File: src/logic/pscd_cfg.svh
// Constants for the pin strap configuration decoder.
// Assumes a 50 MHz master clock and inclusion by bare name.
`ifndef PSCD_CFG_SVH
`define PSCD_CFG_SVH

`define PSCD_NUM_CH 8
`define PSCD_CLK_PERIOD_NS 20
// Decimation ratios
`define PSCD_DEC_X32 11'h020
`define PSCD_DEC_X64 11'h040
`define PSCD_DEC_X128 11'h080
`define PSCD_DEC_X1024 11'h400
// Modulator clock divisions of the master clock
`define PSCD_MOD_DIV_FAST 6'h04
`define PSCD_MOD_DIV_MEDIAN 6'h08
`define PSCD_MOD_DIV_LOW 6'h20
// Data clock divisions
`define PSCD_DATA_CLOCK_OUT_DIV1 4'h1
`define PSCD_DATA_CLOCK_OUT_DIV2 4'h2
`define PSCD_DATA_CLOCK_OUT_DIV4 4'h4
`define PSCD_DATA_CLOCK_OUT_DIV8 4'h8
// Operating configuration codes with one-shot conversion
`define PSCD_OPC_OS_LOW 4'hC
`define PSCD_OPC_OS_MED 4'hD
`define PSCD_OPC_OS_FAST2 4'hE
`define PSCD_OPC_OS_FAST1 4'hF
// Status header field positions
`define PSCD_HDR_ERR 7
`define PSCD_HDR_UNSETTLED 6
`define PSCD_HDR_FILTER 5
`define PSCD_HDR_SAT 4
// Defaults held in serial control mode; reset loads all zero
`define PSCD_RST_FILTER 1'h1
`define PSCD_RST_DEC 2'h3
`define PSCD_RST_DATA_CLOCK_OUT 2'h3
`define PSCD_RST_FORMAT 2'h0

`endif

File: src/logic/pscd_pkg.sv
// Types shared by the pin strap configuration decoder.
// Assumes the constants header is compiled alongside.
`default_nettype none
package pscd_pkg;

   typedef enum logic [1:0] {
      PSCD_PWR_LOW = 2'h0,
      PSCD_PWR_MEDIAN = 2'h1,
      PSCD_PWR_FAST = 2'h2
   } pscd_pwr_t;

   typedef struct packed {
      logic filter_sinc5;
      logic [1:0] dec_code;
      pscd_pwr_t pwr;
      logic [1:0] data_clock_out_code;
      logic one_shot;
      logic [1:0] out_format;
   } pscd_cfg_t;

   typedef struct packed {
      logic crc_err;
      logic mem_flip;
      logic clk_missing;
   } pscd_diag_t;

endpackage
`default_nettype wire

File: src/logic/pscd_pin_strap_config_decoder.sv
// Pin strap configuration decoder for a multichannel converter.
// Assumes strap and event inputs synchronous to i_mclk, events as
// one-cycle pulses, diagnostics as levels from the converter core.
`timescale 1ns/1ps
`default_nettype none
`include "pscd_cfg.svh"

module pscd_pin_strap_config_decoder
   import pscd_pkg::*;
#(
   parameter int NUM_CH = `PSCD_NUM_CH
)
(
   input wire logic i_mclk,
   input wire logic i_rst_n,
   input wire logic i_ctrl_select,
   input wire logic i_filter_sel,
   input wire logic i_decimation_select_high,
   input wire logic i_decimation_select_low,
   input wire logic [3:0] i_operating_config_pins,
   input wire logic i_output_format_pin_low,
   input wire logic i_output_format_pin_high,
   input wire logic i_dev_reset,
   input wire logic i_supply_fault,
   input wire logic i_start,
   input wire logic i_sync_in,
   input wire pscd_diag_t i_diag,
   input wire logic [NUM_CH-1:0] i_filt_unsettled,
   input wire logic [NUM_CH-1:0] i_filt_saturated,
   output logic o_serial_mode,
   output pscd_cfg_t o_cfg,
   output logic [10:0] o_dec_ratio,
   output logic [5:0] o_modulator_rate,
   output logic [3:0] o_data_clock_divider,
   output pscd_pwr_t o_bias_level,
   output logic o_tdm_shared,
   output logic [NUM_CH-1:0] o_ain_precharge_en,
   output logic [NUM_CH-1:0] o_ref_precharge_en,
   output logic o_apply,
   output logic o_reset_req,
   output logic [NUM_CH*8-1:0] o_status_hdr
);

   logic boot_q;
   logic boot2_q;
   logic serial_q;
   pscd_cfg_t shadow_q;
   pscd_cfg_t active_q;
   pscd_cfg_t active_d;
   pscd_cfg_t strap_cfg;
   pscd_cfg_t rst_cfg;
   logic [1:0] opc_pwr;
   logic [1:0] opc_data_clock_out;
   logic opc_one_shot;
   logic pwrup_evt;
   logic apply_evt;
   logic err_q;
   logic err_d;
   logic err_set;
   logic apply_q;
   logic [10:0] dec_ratio_d;
   logic [10:0] dec_ratio_q;
   logic [5:0] mod_div_d;
   logic [5:0] mod_div_q;
   logic [3:0] data_clock_divider_d;
   logic [3:0] data_clock_divider_q;
   logic [NUM_CH-1:0] ain_q;
   logic [NUM_CH-1:0] ref_q;

   // Control select is a strap; caught on the first clock after release
   always_ff @(posedge i_mclk)
   begin
      if (!i_rst_n)
      begin
         boot_q <= 1'b0;
         boot2_q <= 1'b0;
         serial_q <= 1'b0;
      end
      else
      begin
         boot_q <= 1'b1;
         boot2_q <= boot_q;
         if (!boot_q)
         begin
            serial_q <= i_ctrl_select;
         end
      end
   end

   assign pwrup_evt = boot_q & ~boot2_q;

   // Operating configuration decode
   assign opc_one_shot = (i_operating_config_pins[3:2] == 2'h3);
   assign opc_pwr =
      (i_operating_config_pins == `PSCD_OPC_OS_LOW) ? PSCD_PWR_LOW :
      (i_operating_config_pins == `PSCD_OPC_OS_MED) ? PSCD_PWR_MEDIAN :
      opc_one_shot ? PSCD_PWR_FAST :
      (i_operating_config_pins[3:2] == 2'h0) ? PSCD_PWR_LOW :
      (i_operating_config_pins[3:2] == 2'h1) ? PSCD_PWR_MEDIAN :
      PSCD_PWR_FAST;
   assign opc_data_clock_out =
      (i_operating_config_pins == `PSCD_OPC_OS_FAST2) ? 2'h1 :
      opc_one_shot ? 2'h0 :
      i_operating_config_pins[1:0];

   assign strap_cfg.filter_sinc5 = i_filter_sel;
   assign strap_cfg.dec_code = {i_decimation_select_high,
                                i_decimation_select_low};
   assign strap_cfg.pwr = pscd_pwr_t'(opc_pwr);
   assign strap_cfg.data_clock_out_code = opc_data_clock_out;
   assign strap_cfg.one_shot = opc_one_shot;
   assign strap_cfg.out_format = {i_output_format_pin_high,
                                  i_output_format_pin_low};

   assign rst_cfg.filter_sinc5 = `PSCD_RST_FILTER;
   assign rst_cfg.dec_code = `PSCD_RST_DEC;
   assign rst_cfg.pwr = PSCD_PWR_LOW;
   assign rst_cfg.data_clock_out_code = `PSCD_RST_DATA_CLOCK_OUT;
   assign rst_cfg.one_shot = 1'b0;
   assign rst_cfg.out_format = `PSCD_RST_FORMAT;

   // Straps move freely; only an event lets them reach the core
   assign apply_evt = ~serial_q & (pwrup_evt | i_dev_reset |
      i_supply_fault | i_start | i_sync_in);
   // Serial path is outside this block, so its defaults are held
   assign active_d = serial_q ? rst_cfg :
      (apply_evt ? shadow_q : active_q);

   always_ff @(posedge i_mclk)
   begin
      if (!i_rst_n)
      begin
         shadow_q <= '0;
      end
      else
      begin
         shadow_q <= strap_cfg;
      end
   end

   // Reset value is all zero until the power-up apply or the serial defaults land
   always_ff @(posedge i_mclk)
   begin
      if (!i_rst_n)
      begin
         active_q <= '0;
      end
      else
      begin
         active_q <= active_d;
      end
   end

   // Derived settings from the applied configuration
   assign dec_ratio_d =
      (active_q.dec_code == 2'h0) ? `PSCD_DEC_X32 :
      (active_q.dec_code == 2'h1) ? `PSCD_DEC_X64 :
      (active_q.dec_code == 2'h2) ? `PSCD_DEC_X128 :
      `PSCD_DEC_X1024;
   assign mod_div_d =
      (active_q.pwr == PSCD_PWR_FAST) ? `PSCD_MOD_DIV_FAST :
      (active_q.pwr == PSCD_PWR_MEDIAN) ? `PSCD_MOD_DIV_MEDIAN :
      `PSCD_MOD_DIV_LOW;
   assign data_clock_divider_d =
      (active_q.data_clock_out_code == 2'h0) ? `PSCD_DATA_CLOCK_OUT_DIV1 :
      (active_q.data_clock_out_code == 2'h1) ? `PSCD_DATA_CLOCK_OUT_DIV2 :
      (active_q.data_clock_out_code == 2'h2) ? `PSCD_DATA_CLOCK_OUT_DIV4 :
      `PSCD_DATA_CLOCK_OUT_DIV8;

   always_ff @(posedge i_mclk)
   begin
      if (!i_rst_n)
      begin
         dec_ratio_q <= `PSCD_DEC_X32;
      end
      else
      begin
         dec_ratio_q <= dec_ratio_d;
      end
   end

   always_ff @(posedge i_mclk)
   begin
      if (!i_rst_n)
      begin
         mod_div_q <= `PSCD_MOD_DIV_LOW;
      end
      else
      begin
         mod_div_q <= mod_div_d;
      end
   end

   always_ff @(posedge i_mclk)
   begin
      if (!i_rst_n)
      begin
         data_clock_divider_q <= `PSCD_DATA_CLOCK_OUT_DIV1;
      end
      else
      begin
         data_clock_divider_q <= data_clock_divider_d;
      end
   end

   // Marks the edge at which new straps reached the core
   always_ff @(posedge i_mclk)
   begin
      if (!i_rst_n)
      begin
         apply_q <= 1'b0;
      end
      else
      begin
         apply_q <= apply_evt;
      end
   end

   // Precharge defaults are fixed; no strap reaches them
   always_ff @(posedge i_mclk)
   begin
      if (!i_rst_n)
      begin
         ain_q <= '0;
         ref_q <= '0;
      end
      else
      begin
         ain_q <= '1;
         ref_q <= '0;
      end
   end

   // Sticky error; a fresh error beats the clearing reset
   assign err_set = i_diag.crc_err | i_diag.mem_flip |
      i_diag.clk_missing;
   assign err_d = err_set | (err_q & ~i_dev_reset);

   always_ff @(posedge i_mclk)
   begin
      if (!i_rst_n)
      begin
         err_q <= 1'b0;
      end
      else
      begin
         err_q <= err_d;
      end
   end

   // Header path reads only flags and the filter in use, so
   // readout never waits on configuration activity
   genvar g;
   generate
      for (g = 0; g < NUM_CH; g++)
      begin : g_hdr
         logic [7:0] hdr_d;
         logic [7:0] hdr_q;
         assign hdr_d[`PSCD_HDR_ERR] = err_q;
         assign hdr_d[`PSCD_HDR_UNSETTLED] =
            i_filt_unsettled[g];
         assign hdr_d[`PSCD_HDR_FILTER] =
            active_q.filter_sinc5;
         assign hdr_d[`PSCD_HDR_SAT] = i_filt_saturated[g];
         assign hdr_d[3] = 1'b0;
         assign hdr_d[2:0] = 3'(g);
         always_ff @(posedge i_mclk)
         begin
            if (!i_rst_n)
            begin
               hdr_q <= 8'h00;
            end
            else
            begin
               hdr_q <= hdr_d;
            end
         end
         assign o_status_hdr[g*8 +: 8] = hdr_q;
      end
   endgenerate

   assign o_serial_mode = serial_q;
   assign o_cfg = active_q;
   assign o_dec_ratio = dec_ratio_q;
   assign o_modulator_rate = mod_div_q;
   assign o_data_clock_divider = data_clock_divider_q;
   assign o_bias_level = active_q.pwr;
   assign o_tdm_shared = |active_q.out_format;
   assign o_ain_precharge_en = ain_q;
   assign o_ref_precharge_en = ref_q;
   assign o_apply = apply_q;
   assign o_reset_req = err_q;

endmodule // pscd_pin_strap_config_decoder
`default_nettype wire

File: config.mk
export PLATFORM = sky130hd
export DESIGN_NAME = pscd_pin_strap_config_decoder
export DESIGN_NICKNAME = d
export VERILOG_FILES = /design/src/logic/pscd_pkg.sv /design/src/logic/pscd_pin_strap_config_decoder.sv
export VERILOG_INCLUDE_DIRS = /design/src /design/src/logic
export SDC_FILE = /design/constraint.sdc
export NUM_CORES = 1
export LEC_CHECK = 0
export BUFFER_PORTS_ARGS = -buffer_cell sky130_fd_sc_hd__buf_4
export CAP_MARGIN = 25
export CORE_ASPECT_RATIO = 0.6
export CORE_UTILIZATION = 37
export CTS_BUF_LIST = sky130_fd_sc_hd__clkbuf_4 sky130_fd_sc_hd__clkbuf_8 sky130_fd_sc_hd__clkbuf_16
export CTS_CLUSTER_DIAMETER = 80
export DETAILED_ROUTE_END_ITERATION = 12
export GPL_TIMING_DRIVEN = 0
export MAX_ROUTING_LAYER = met4
export PLACE_DENSITY = 0.83
export SLEW_MARGIN = 20
export SYNTH_ARGS = -nofsm -noshare
export SYNTH_HDL_FRONTEND = slang
export SYNTH_SLANG_ARGS = --single-unit
File: constraint.sdc
create_clock -name i_mclk -period 1.5 [get_ports i_mclk]
set_clock_uncertainty 0.1 [all_clocks]
set_input_delay 0.225 -clock i_mclk [delete_from_list [all_inputs] [get_ports i_mclk]]
set_output_delay 0.225 -clock i_mclk [all_outputs]
set_load 0.005 [all_outputs]
== Word-level counts from Yosys, hierarchy flattened ==
Cells that the tools add are included.

* Register bits after elaboration: 118
* Bits of input ports: 35
* Word-level logic and storage cells: 104

* Equal/unequal tests: 11
* Mux-type cells: 23
* Bitwise operators: 14
* Reductions and logical operators: 14

{| class="wikitable"
|+ Operators by type and width
! kind !! number
|-
| two-way mux 10 bit || 2
|-
| equality test 4 bit, second input constant || 3
|-
| two-way mux 2 bit || 6
|-
| two-way mux 3 bit || 4
|-
| two-way mux 6 bit || 2
|-
| OR reduction 2 bit || 6
|-
| OR reduction 3 bit || 4
|-
| two-way mux 11 bit || 1
|-
| equality test 2 x 1 -> 1 bit, second input constant || 4
|-
| equality test 2 bit, second input constant || 4
|-
| two-way mux 8 bit || 1
|-
| two-way mux 7 bit || 1
|-
| bitwise OR 1 bit || 7
|-
| zero test 2 bit || 3
|-
| two-way mux 1 bit || 5
|-
| two-way mux 4 bit || 1
|-
| inverter 1 bit || 4
|-
| AND 1 bit || 3
|-
| nonzero test 2 bit || 1
|}

== Logic depth before layout (Yosys ltp) ==
* Word-level depth: 9
* Depth in mapped cells: 4
* Gate-level depth less buffers: 3

== Worst setup path before layout ==
No wires, ideal clock.

* Kind: flip-flop to flip-flop
* Start point: register, netlist name o_ain_precharge_en[4]
* End point: register active_q, in the netlist o_bias_level[0]
* Setup time: 70 ps
* Arrival time: 1,354 ps
* Required time: 1,330 ps
* Setup slack: -24 ps
* Cell stages (with the launch flop): 5
* Clock period less this slack: 1,524 ps
* Cell sequence: dfxtp_1 -> nor2b_1 -> clkbuf_1 -> o21ai_1 -> a21boi_1

{| class="wikitable"
|+ RTL lines
! what !! RTL line !! text
|-
| end signal: assignment || pscd_pin_strap_config_decoder.sv:150 || <nowiki>active_q <= active_d;</nowiki>
|-
| end: declaration || pscd_pin_strap_config_decoder.sv:48 || <nowiki>pscd_cfg_t active_q;</nowiki>
|}

== Worst setup path in the final report ==
* Start point: register active_q, in the netlist o_cfg[0]
* End point: output port o_tdm_shared

* Word-level cells in the longest chain between the ends: 1

{| class="wikitable"
|+ RTL lines
! what !! RTL line !! text
|-
| OR reduction 2 bit || pscd_pin_strap_config_decoder.sv:288 || <nowiki>assign o_tdm_shared = |active_q.out_format;</nowiki>
|-
| end: declaration || pscd_pin_strap_config_decoder.sv:36 || <nowiki>output logic o_tdm_shared,</nowiki>
|}

Every way passes these cells.

==> reports/summary.txt <==
Arrival @ worst endpoint = 1.06 ns
Initial DRC count = 54
Placed cell count = 463
Worst endpoint required time = 1.17 ns
CTS Buf Count = 5
Critical Path End Type = output pin
DR WL/cell = 10.6 um
Routed Antenna Nets = 0
Setup Fix Bufs, Post-CTS = 0
Final #Nets = 428
Buf+Inv Stages, Crit Path = 1
Critical path fanouts, max = 3
TNS Setup = 0 ns
Worst Tran Pin Value = 0.489 ns
Worst vdd ir = 0.487 mV
Cell variety after synth = 30
DP Area = 3360 um2
Final slew viol count = 0
Placeable Area = 5750 um2
Area growth syn-to-layout = 53.3%
Worst Setup Start Kind = register
Fin crit share = 92.6%
Die Wd = 103 um
Clock slew at reported path FFs = 0.09 ns
Largest net degree at the start of global routing = 25
Vias in the first global route = 1,704
Slowest stage delay, CP = 0.35 ns
Ant diodes = 0
Final instance area = 3480 um2
CTS Buffer Depth = 2
Slew Limit Headroom = 67.1%
Max cap viols = 0
Initial Util = 39.5%
R2r setup slk = 0.15 ns
Max Clk Rate = 720 MHz
Top cell family by delay on the critical path = flip-flops
Mean post-synth cell area = 9.75 um2
CP Cell Sequence = or2_2 > buf_4
Die area = 6470 um2
Ys Warns = 0
Slowest cell on crit path = dfxtp_1
PD cells = 867 nW/um2
First-pass GRT wire length = 7.87 mm
Io pins = 152
All-Layer GR Usage = 16.4%
Sequential share of the synthesized area = 47.6%
Via/cell ratio = 3.90
Pre-antenna DRT Iters = 4
IO buf count = 113
Share of layout cells above drive strength 1 = 51.8%
RSZ-0062 raised after global routing = false
Worst slack, placed = -0.0791 ns
Grt ovf = 0
Grt met3 use = 6.38%
Non-filler cells, final = 472
Leakage power = 1.84 nW
Final setup fails = 0
Path category of the worst min-delay check = input pin to register
Synth Cell Area = 2270 um2
Initial antenna violation count = 0
Total power = 3.02 mW
Wirelength, routed = 5.02 mm
Layer with the highest usage = met2
Met1 Resource Use GR = 19.7%
TritonCTS clock tree = yes
Clock net sink count = 54
Hold_ws = 0.0266 ns
Final Core Density = 60.5%
Final Worst Setup Slack = 0.110 ns
CP Class = register to output pin
GR Util met2 = 26.6%
HPWL after DPL = 4.01 mm
Final hold vios = 0
Status = complete, no violations
Chip height = 62.7 um
Placer Congestion = 0.765
Clock Latency Late Sink = 0.30 ns
Cell count after synthesis = 233
Post-route DRC = 0
Htree depth = 2
CTS root buf = clkbuf_8
Via count = 1,841
Tmin final = 1.39 ns
Seq cells post-synth = 54
Core Rows = 21
## sequential cells by signal, summed over array words and instances, names as in the netlist
name,cells
shadow_q,10
o_apply,1
o_reset_req,1
o_data_clock_divider,4
o_modulator_rate,3
o_cfg,8
o_ain_precharge_en,1
o_serial_mode,1
o_bias_level,2
g_hdr.hdr_q,18
o_dec_ratio,4
boot2_q,1
## worst register-to-register path: stages (launching register included)
cell and delay, ns:
dfxtp_4 0.43, nand2b_1 0.11, clkbuf_1 0.35, a31oi_1 0.14
a21boi_1 0.15
## path summary, 6_finish.rpt
kind                               from            to  depth (start not counted)
max                            o_cfg[0]  o_tdm_shared                          2
min          i_operating_config_pins[2]   shadow_q[6]                          2
max reg2reg       o_ain_precharge_en[4]      o_cfg[8]                          4
min reg2reg                 shadow_q[0]      o_cfg[0]                          2
## timing repair
item                                   CTS  global route
endpoints found under the hold margin    1             0
hold buffers                             1             0
setup endpoints to repair               10            30
pin swaps                                0             0
gates resized for setup                  1             1
## cell type report
cell class              instances  area [um2]
fillers                       510        2270
repair buffers                114         858
flip-flops and latches         54        1080
plain buffers                  83         599
clock inverters                 3        40.0
multi-input cells             130         719
clock buffers                   5        68.8
inverters                       3        11.3
well taps                      80         100
## layer usage
metal  vias up  part of all wire [%]
met5         -                     0
met4         0                     0
met3         0                   9.2
met2        85                    47
met1       807                    44
li1        949                     -
## logic make-up after synthesis
family	Yosys count	synth area share, %
flops	54	47.6
compound gates	32	9.09
mux	1	0.441
other cells	1	0.165
simple gates	57	14.8
buf+inv	86	26.8
fa+ha+maj	2	1.10
## cell usage in the layout, fill, tap and decap left out, types with 3 or more instances in the layout
cell type and n:
and3_1 4, nor2b_1 3, nand3_1 5, o21ai_1 9
buf_4 187, clkbuf_1 6, dfxtp_1 53, a31oi_1 5
inv_1 3, clkbuf_8 5, and2_1 25, a21boi_1 10
nand2_1 8, conb_1 38, nor2_1 3
## synth_stat cells (all sizes together)
| master | number | area [um2] |
|---|---|---|
| buf | 76 | 572 |
| dfxtp | 54 | 1080 |
| and2 | 25 | 156 |
| a21boi | 12 | 90.1 |
| o21ai | 12 | 63.8 |
| nand2 | 8 | 30.0 |
| clkbuf | 7 | 26.3 |
| a31oi | 5 | 31.3 |
| nand3 | 5 | 25.0 |
| and3 | 4 | 25.0 |
| inv | 3 | 11.3 |
| nor2 | 3 | 11.3 |
| nor2b | 3 | 18.8 |
| a21oi | 2 | 10.0 |
| and3b | 2 | 17.5 |
| ha | 2 | 25.0 |
| nand2b | 2 | 12.5 |
| and2b | 1 | 8.76 |
| conb | 1 | 3.75 |
| mux2i | 1 | 10.0 |
| nor4 | 1 | 6.26 |
| o41a | 1 | 11.3 |
| or2 | 1 | 6.26 |
| or3 | 1 | 6.26 |
| or4 | 1 | 11.3 |
## power by group
part	switching [mW]	internal (mW)
logic	0.181	0.352
registers	0.0521	1.51
clock network	0.438	0.491
total	0.671	2.35
(Power assumes the default switching activity.)
